`src/hdl/lcc_pkg.sv`:
```
// Purpose: constants and types for the logic cell cascade/counter block
// Assumes: one clock, register bus carries ctrl, table mask and load writes as well as status reads
// Notes: offsets are byte addresses on a 32-bit classic bus
package lcc_pkg;
   // ----------------------------------------
   // geometry
   // ----------------------------------------
   localparam int LCC_CELLS = 10;
   localparam int LCC_CLUSTERS = 4;
   localparam int LCC_FANIN_PER_CELL = 4;
   localparam int LCC_CHAIN_FANIN = LCC_CELLS * LCC_CLUSTERS * LCC_FANIN_PER_CELL;
   // ----------------------------------------
   // register map
   // ----------------------------------------
   localparam logic [7:0] LCC_CTRL_OFS = 8'h00;
   localparam logic [7:0] LCC_CASC_OFS = 8'h04;
   localparam logic [7:0] LCC_CNT_OFS = 8'h08;
   localparam logic [7:0] LCC_LOAD_OFS = 8'h0c;
   localparam logic [7:0] LCC_STAT_OFS = 8'h10;
   // ctrl fields
   localparam int LCC_CTRL_OR_BIT = 0;
   localparam int LCC_CTRL_CNT_EN_BIT = 1;
   localparam int LCC_CTRL_SCLR_BIT = 2;
   localparam int LCC_CTRL_SLOAD_BIT = 3;
   localparam int LCC_CTRL_CASC_USE_BIT = 4;
   localparam int LCC_CTRL_PRESET_BIT = 5;
   localparam int LCC_CTRL_EMUL_BIT = 6;
   localparam logic [31:0] LCC_CTRL_RESET = 32'h0000_0000;
   localparam logic [31:0] LCC_CNT_RESET = 32'h0000_0000;
   localparam logic [31:0] LCC_CNT_PRESET = 32'hffff_ffff;
   localparam logic [31:0] LCC_UNDEF_FILL = 32'hdead_beef;
   localparam int LCC_CNT_W = 16;
   localparam logic [31:0] LCC_ERR_DATA = 32'h0000_0000;
   typedef enum logic [1:0] {
      LCC_IDLE = 2'b00,
      LCC_ACK = 2'b01
   } lcc_bus_t;
endpackage

```
`src/hdl/lcc_top.sv`:
```
// Purpose: logic cell cascade chain and counter cell, set up over classic Wishbone
// Assumes: 250 MHz clk_in; chip_wide_reset_n_in is asynchronous to it
// Notes: no interrupts, no buffering, single clock domain
//
// Overview of operation
// - cascade joins adjacent cell outputs by AND, or OR through input/output inversion
// - each further cell in the chain adds four inputs to fan-in
// - chains longer than ten cells continue into further clusters
// - inter-cluster hops go even to next even, odd to next odd; here the last even cluster hops on to the first odd one
// - counter mode: one 3-input table for data, one for fast carry
// - two-way select gives synchronous load; gating AND gives synchronous clear
// - synchronous clear or load overrides the cascade value in counter mode
// - clear and load together: register clears, load ignored
// - arithmetic mode drives both registered and combinational table result
// - cluster-wide clear/preset drive the register; native asynchronous clear (here clear passes two synchroniser flops and acts on a clock edge)
// - emulated preset-and-load registers come up undefined after reset
// - chip-wide reset resets the count and cascade registers only; ctrl, table masks and load value keep their values
// - chip-wide reset overrides every other register control
// - preset registers go to one under chip-wide reset
// - chip-wide reset acts only when the build-time option enables it
//
// The address map and the Wishbone register port were decided locally.
`timescale 1ns/1ps
module lcc_top #(
   parameter bit CHIP_RESET_ENABLE = 1'b1
) (
   input wire logic clk_in,
   input wire logic reset_n_in,
   input wire logic chip_wide_reset_n_in,
   input wire logic cluster_clear_in,
   input wire logic cluster_preset_in,
   input wire logic [lcc_pkg::LCC_CHAIN_FANIN-1:0] chain_in,
   input wire logic wb_cyc_in,
   input wire logic wb_stb_in,
   input wire logic wb_we_in,
   input wire logic [7:0] wb_adr_in,
   input wire logic [3:0] wb_sel_in,
   input wire logic [31:0] wb_dat_in,
   output logic [31:0] wb_dat_out,
   output logic wb_ack_out,
   output logic wb_err_out,
   output logic chain_out,
   output logic [lcc_pkg::LCC_CNT_W-1:0] count_reg_out,
   output logic count_comb_out,
   output logic carry_out
);
   import lcc_pkg::*;

   // ----------------------------------------
   // reset and pin synchronisers
   // ----------------------------------------
   logic [1:0] rst_sync;
   logic rst_n;
   always_ff @(posedge clk_in or negedge reset_n_in) begin
      if (!reset_n_in) begin
         rst_sync <= 2'b00;
      end else begin
         rst_sync <= {rst_sync[0], 1'b1};
      end
   end
   assign rst_n = rst_sync[1];

   // chip reset passes two flops; stage one is read only by stage two
   logic [1:0] dev_sync;
   logic [1:0] clr_sync;
   logic [1:0] pre_sync;
   always_ff @(posedge clk_in or negedge rst_n) begin
      if (!rst_n) begin
         dev_sync <= 2'b11;
         clr_sync <= 2'b00;
         pre_sync <= 2'b00;
      end else begin
         dev_sync <= {dev_sync[0], chip_wide_reset_n_in};
         clr_sync <= {clr_sync[0], cluster_clear_in};
         pre_sync <= {pre_sync[0], cluster_preset_in};
      end
   end
   logic chip_rst;
   // active low pin, gated by build-time option
   assign chip_rst = CHIP_RESET_ENABLE && !dev_sync[1];

   // ----------------------------------------
   // functions
   // ----------------------------------------
   // 3-input table lookup, used for data and carry tables
   function automatic logic lut3(input logic [7:0] mask, input logic [2:0] sel);
      lut3 = mask[sel];
   endfunction

   // one cell: four-input AND stage, chained with the incoming value
   function automatic logic cell_and(input logic [3:0] ins, input logic casc);
      cell_and = (&ins) & casc;
   endfunction

   // ----------------------------------------
   // cascade chain
   // ----------------------------------------
   // cells run serially; order visits even clusters, then odd ones
   logic or_mode;
   logic [LCC_CLUSTERS*LCC_CELLS:0] link;
   logic [LCC_CHAIN_FANIN-1:0] chain_pol;
   assign chain_pol = or_mode ? ~chain_in : chain_in;
   always_comb begin
      int c;
      int k;
      int ord;
      c = 0;
      k = 0;
      ord = 0;
      link = '0;
      link[0] = 1'b1;
      for (int step = 0; step < LCC_CLUSTERS; step++) begin
         // even clusters first, then odd; hops within each run skip one cluster
         c = (step < LCC_CLUSTERS/2) ? 2*step : 2*(step - LCC_CLUSTERS/2) + 1;
         for (k = 0; k < LCC_CELLS; k++) begin
            ord = step*LCC_CELLS + k;
            link[ord+1] = cell_and(chain_pol[(c*LCC_CELLS+k)*LCC_FANIN_PER_CELL +: LCC_FANIN_PER_CELL],
                                   link[ord]);
         end
      end
   end
   logic casc_val;
   assign casc_val = or_mode ? ~link[LCC_CLUSTERS*LCC_CELLS] : link[LCC_CLUSTERS*LCC_CELLS];

   // ----------------------------------------
   // state
   // ----------------------------------------
   typedef struct packed {
      logic [31:0] ctrl;
      logic [7:0] data_mask;
      logic [7:0] carry_mask;
      logic [LCC_CNT_W-1:0] load_val;
      logic [LCC_CNT_W-1:0] cnt;
      logic casc_q;
      lcc_bus_t bus;
      logic [31:0] rdata;
      logic err;
   } lcc_state_t;
   lcc_state_t st;
   lcc_state_t next_st;

   logic cnt_en;
   logic sclr;
   logic sload;
   logic casc_use;
   logic preset_mode;
   logic emul;
   assign or_mode = st.ctrl[LCC_CTRL_OR_BIT];
   assign cnt_en = st.ctrl[LCC_CTRL_CNT_EN_BIT];
   assign sclr = st.ctrl[LCC_CTRL_SCLR_BIT];
   assign sload = st.ctrl[LCC_CTRL_SLOAD_BIT];
   assign casc_use = st.ctrl[LCC_CTRL_CASC_USE_BIT];
   assign preset_mode = st.ctrl[LCC_CTRL_PRESET_BIT];
   assign emul = st.ctrl[LCC_CTRL_EMUL_BIT];

   // ----------------------------------------
   // counter cell bit 0 tables, ripple for the rest
   // ----------------------------------------
   logic [2:0] lut_sel;
   logic lut_data;
   logic lut_carry;
   assign lut_sel = {cnt_en, st.cnt[0], 1'b1};
   assign lut_data = lut3(st.data_mask, lut_sel);
   assign lut_carry = lut3(st.carry_mask, lut_sel);
   logic [LCC_CNT_W-1:0] cnt_inc;
   assign cnt_inc = {st.cnt[LCC_CNT_W-1:1] + {{(LCC_CNT_W-2){1'b0}}, lut_carry}, lut_data};

   logic [LCC_CNT_W-1:0] cnt_d;
   always_comb begin
      // clear gate after load select, so clear beats load and both beat cascade
      cnt_d = casc_use ? {{(LCC_CNT_W-1){1'b0}}, casc_val} : cnt_inc;
      cnt_d = sload ? st.load_val : cnt_d;
      cnt_d = cnt_d & {LCC_CNT_W{~sclr}};
   end

   // ----------------------------------------
   // bus and next state
   // ----------------------------------------
   logic req;
   logic hit;
   assign req = wb_cyc_in && wb_stb_in;
   assign hit = wb_adr_in == LCC_CTRL_OFS || wb_adr_in == LCC_CASC_OFS || wb_adr_in == LCC_CNT_OFS
             || wb_adr_in == LCC_LOAD_OFS || wb_adr_in == LCC_STAT_OFS;

   function automatic logic [31:0] merge(input logic [31:0] old, input logic [31:0] nw, input logic [3:0] sel);
      merge = old;
      for (int b = 0; b < 4; b++) begin
         if (sel[b]) begin
            merge[8*b +: 8] = nw[8*b +: 8];
         end
      end
   endfunction

   always_comb begin
      logic [31:0] w;
      w = 32'h0000_0000;
      next_st = st;
      next_st.casc_q = casc_val;
      next_st.cnt = cnt_d;
      // cluster controls: preset then native async-style clear
      if (pre_sync[1]) begin
         next_st.cnt = LCC_CNT_PRESET[LCC_CNT_W-1:0];
      end
      if (clr_sync[1]) begin
         next_st.cnt = '0;
      end
      case (st.bus)
         LCC_IDLE: begin
            if (req) begin
               next_st.bus = LCC_ACK;
               next_st.err = !hit;
               next_st.rdata = LCC_ERR_DATA;
               case (wb_adr_in)
                  LCC_CTRL_OFS: begin
                     next_st.rdata = st.ctrl;
                  end
                  LCC_CASC_OFS: begin
                     next_st.rdata = {16'h0000, st.carry_mask, st.data_mask};
                  end
                  LCC_CNT_OFS: begin
                     next_st.rdata = {16'h0000, st.cnt};
                  end
                  LCC_LOAD_OFS: begin
                     next_st.rdata = {16'h0000, st.load_val};
                  end
                  LCC_STAT_OFS: begin
                     next_st.rdata = {30'h0000_0000, st.casc_q, lut_carry};
                  end
                  default: begin
                     next_st.rdata = LCC_ERR_DATA;
                  end
               endcase
               if (wb_we_in && hit) begin
                  case (wb_adr_in)
                     LCC_CTRL_OFS: begin
                        next_st.ctrl = merge(st.ctrl, wb_dat_in, wb_sel_in);
                     end
                     LCC_CASC_OFS: begin
                        w = merge({16'h0000, st.carry_mask, st.data_mask}, wb_dat_in, wb_sel_in);
                        next_st.data_mask = w[7:0];
                        next_st.carry_mask = w[15:8];
                     end
                     LCC_LOAD_OFS: begin
                        w = merge({16'h0000, st.load_val}, wb_dat_in, wb_sel_in);
                        next_st.load_val = w[LCC_CNT_W-1:0];
                     end
                     default: begin
                        next_st.ctrl = st.ctrl;
                     end
                  endcase
               end
            end
         end
         LCC_ACK: begin
            next_st.bus = LCC_IDLE;
            next_st.err = 1'b0;
         end
         default: begin
            next_st.bus = LCC_IDLE;
         end
      endcase
      // chip reset last: beats enable, clears, preset and load
      if (chip_rst) begin
         next_st.cnt = preset_mode ? LCC_CNT_PRESET[LCC_CNT_W-1:0] : LCC_CNT_RESET[LCC_CNT_W-1:0];
         if (emul) begin
            next_st.cnt = LCC_UNDEF_FILL[LCC_CNT_W-1:0];
         end
         next_st.casc_q = 1'b0;
      end
   end

   always_ff @(posedge clk_in or negedge rst_n) begin
      if (!rst_n) begin
         st <= '{ctrl: LCC_CTRL_RESET, data_mask: 8'h00, carry_mask: 8'h00, load_val: '0,
                 cnt: '0, casc_q: 1'b0, bus: LCC_IDLE, rdata: 32'h0000_0000, err: 1'b0};
      end else begin
         st <= next_st;
      end
   end

   // ----------------------------------------
   // outputs
   // ----------------------------------------
   assign wb_ack_out = (st.bus == LCC_ACK) && !st.err;
   assign wb_err_out = (st.bus == LCC_ACK) && st.err;
   assign wb_dat_out = st.rdata;
   assign chain_out = st.casc_q;
   assign count_reg_out = st.cnt;
   assign count_comb_out = lut_data;
   assign carry_out = lut_carry;
endmodule

```
`config.mk`:
```
export PLATFORM = sky130hd
export DESIGN_NAME = lcc_top
export DESIGN_NICKNAME = d
export VERILOG_FILES = /design/src/hdl/lcc_pkg.sv /design/src/hdl/lcc_top.sv
export SDC_FILE = /design/constraint.sdc
export NUM_CORES = 1
export LEC_CHECK = 0
export ABC_CLOCK_PERIOD_IN_PS = 7900
export BUFFER_PORTS_ARGS = -buffer_cell sky130_fd_sc_hd__buf_2
export CAP_MARGIN = 20
export CORE_UTILIZATION = 54
export DETAILED_ROUTE_END_ITERATION = 8
export PLACE_DENSITY_LB_ADDON = 0.15
export SLEW_MARGIN = 40
export SYNTH_ARGS = -nofsm -noshare
export SYNTH_HDL_FRONTEND = slang
export SYNTH_SLANG_ARGS = --single-unit
```
`constraint.sdc`:
```
create_clock -name clk_in -period 7.9 [get_ports clk_in]
set_input_delay 0.395 -clock clk_in [delete_from_list [all_inputs] [get_ports clk_in]]
set_output_delay 0.395 -clock clk_in [all_outputs]
set_load 0.005 [all_outputs]
```
==> run_results.csv <==
group,metric,value,unit
clocking,cts.repair.resized,0,
critical_path,cp.required,8.22,ns
sta,fin_skew,0.00608,ns
logic_synthesis,synthFlopType,"dfrtp_1",
power,p_per_area,182,nW/um2
sta,hold_viol,0,
drt,dr.pass1.iters,5,
sta,setup_tns,0,ns
clocking,htree_levels,4,
clocking,clkSinkCount,123,
power,ir_drop,0.235,mV
logic_synthesis,seq_area_frac_synth,44.8,%
clocking,cts-buffers-inserted,17,
power,switching_share,22.7,%
sta,max-slew-margin-rel,53.8,%
power,power.share.clock,50.2,%
layout,finalNonFillerCells,1050,
run,maxCapViolCount,0,
critical_path,crit_path_start_kind,"flip-flop",
clocking,clock_latency,0.41,ns
grt,grt_max_degree,90,
layout,multiInputGateArea,3290,um2
sta,worstMarginPinSlew,0.693,ns
layout,area_delta_synth_final,25.0,%
floorplanning,io_pins,265,
place,place.gp.congestion,0.901,
logic_synthesis,post-synth-top-area-cell,"dfrtp_1",
critical_path,critical-path-top-delay-family,"simple AND/OR/NAND/NOR gates",
drt,vias_per_cell,5.81,
power,power_frac_comb,8.2,%
logic_synthesis,netlist_instances,653,
power,leakagePower,4.24,nW
power,p_seq_share,41.6,%
floorplanning,die_x,115,um
sta,post-route-period-util,36.2,%
logic_synthesis,ys_types,51,
logic_synthesis,syn_nets,867,
grt,overflow,0,
drt,first_iter_violations,504,
critical_path,path_common_cell,"nor4_2",
floorplanning,die_area,13200,um2
grt,track_usage,30.7,%
critical_path,cpPeakStageDelay,0.71,ns
place,placedCellCount,1016,
clocking,cts_tree,"yes",
logic_synthesis,synth_seq_cells,123,
floorplanning,start_util,56.3,%
floorplanning,fp.coreArea,12200,um2
critical_path,crit_arrival,3.17,ns
power,internal-power,0.00121,W
critical_path,crit_type,"reg2reg",
critical_path,ff2ff_path_depth,8,
critical_path,critPathSlowestCell,"dfrtp_1",
clocking,clk_pin_slew,0.06,ns
critical_path,cp.depth,8,
drt,detail-route-antenna-nets,0,
logic_synthesis,synth_edf_count,0,
grt,grt_antenna_before_repair,2,
run_status,outcome,"finished, final reports clean",
floorplanning,num_rows,40,
grt,grt_pass1_wl,30.7,mm
power,power.switching,0.000355,W
logic_synthesis,ys_warn_count,0,
logic_synthesis,avgSynthCellArea,10.5,um2
critical_path,critPathBufInv,1,
logic_synthesis,synthTopCellsByArea,"dfrtp_1 44%, mux2_2 10%, mux4_2 5.9%",
layout,fillerInstances,947,
critical_path,cp-end-kind,"flip-flop",
drt,vias,6105,
grt,grt_pass1_vias,6120,
logic_synthesis,async_reset_ff_share,100,%
logic_synthesis,synth_most_common_cell,"dfrtp_1",
sta,slew_viol_final,0,
critical_path,crit_fanout,26,
layout,layout.nets,1082,
clocking,post_cts_buffers,0,
clocking,cts-root-buf,"clkbuf_16",
place,portBuffers,264,
floorplanning,dieHeight,115,um
logic_synthesis,synth.top_cell.area_share,44.1,%
logic_synthesis,synthTopCellsByCount,"121 x dfrtp_1, 85 x nand2_1, 61 x mux2_2",
critical_path,path_cells,"buf_4, or3b_2, nor4_2, o22ai_1, nor4_2, nand4_1, and4_1, a311oi_2",
sta,rsz0062_at_grt,"false",
drt,routed_wl,19.5,mm
layout,seqCellArea,3090,um2
sta,setup_violations,0,
clocking,cts.path.max_buffers,2,
drt,wl_per_cell,18.6,um
logic_synthesis,syn_area,6870,um2
sta,fmax,350,MHz
drt,drc,0,
worst_hold_path,hp-class,"in2reg",
layout,drive_gt1_share,46.7,%
place,dp_hpwl,14.8,mm
worst_hold_path,hold_path_depth,1,
sta,fin_crit,2.86,ns
through the flow:
stage	hold slack, ns	setup slack, ns	util [%]	instance area [um2]	power (W)
final	0.0890	5.04	70.3	8590	0.00156
after global routing	0.0744	4.87	70.3	8590	0.00162
after CTS	0.0794	5.02	70.3	8580	0.00157
after detailed placement	0.181	5.02	65.2	7970	0.000788
after global placement	0.180	5.17	65.2	7960	0.000784
after floorplan	0.0994	4.22	-	6870	0.000708
cells in the final DEF (no fill, tap or decap), types with 4 or more instances in the layout:
cell type	n
and4_2	7
nor4_1	25
or4_1	12
a22oi_1	4
xor2_1	7
o21ai_0	43
nand4_1	33
nor3_1	9
and3_1	4
dfrtp_1	119
nand2_1	85
o22ai_1	4
clkbuf_16	17
a31oi_1	6
xnor2_1	6
a21oi_1	16
mux2_2	61
buf_2	264
inv_1	7
mux4_2	18
clkinvlp_4	4
nor2_1	39
nand3_1	9
a22o_1	19
cells by family after synthesis:
kind of cell | synth area share (%)
buf+inv | 7.45
xor+xnor | 1.66
fa+ha+maj | 0.364
other cells | 0.0546
simple gates | 20.2
compound gates | 9.07
flops | 44.8
mux | 16.4
power groups by stage:
| stage | clock (W) | combinational, W | sequential, W |
|---|---|---|---|
| after global placement | 0 | 0.000123 | 0.000661 |
| after global routing | 0.000821 | 0.000142 | 0.000652 |
| after floorplan | 0 | 0.0000458 | 0.000663 |
| final | 0.000785 | 0.000129 | 0.000651 |
| after detailed placement | 0 | 0.000126 | 0.000662 |
| after CTS | 0.000790 | 0.000128 | 0.000651 |
layer usage:
layer  global-route usage, %  routed length [um]  vias to the layer above
li1                        -                   -                     2808
met3                    8.22                1680                       31
met1                    40.0                8170                     2972
met5                       0                  13                        -
met2                    50.6                9340                      292
met4                    9.35                 318                        2
final timing paths:
kind,end,slack (ns),startpoint
max in group asynchronous,st[108],6.54,rst_sync[1]
hold reg to reg,st[94],0.27,rst_sync[1]
setup / recovery,count_reg_out[0],5.04,or_mode
setup reg to reg,count_reg_out[0],5.04,or_mode
hold / removal,dev_sync[0],0.09,chip_wide_reset_n_in
min in group asynchronous,st[94],0.27,rst_sync[1]
state kept, by name, indices dropped and copies added, names as in the netlist:
register       cells
chain_out          1
rst_sync           2
wb_dat_out        32
clr_sync           2
sload              1
dev_sync           2
or_mode            1
sclr               1
preset_mode        1
st                59
count_reg_out     16
cnt_en             1
casc_use           1
emul               1
pre_sync           2
what timing repair did:
item | in CTS | in global routing
hold buffers | 1 | 0
setup endpoints to repair | 0 | 0
hold endpoints to repair | 2 | 0
final cells by class:
class	count	area share, %
diodes	1	0.0291
clock buffers	21	5.36
clock inverters	11	1.67
inverters	7	0.306
multi-input cells	450	38.3
flip-flops and latches	123	35.9
well taps	168	2.45
repair buffers	269	15.9
Power figures use the tool's default switching activity.
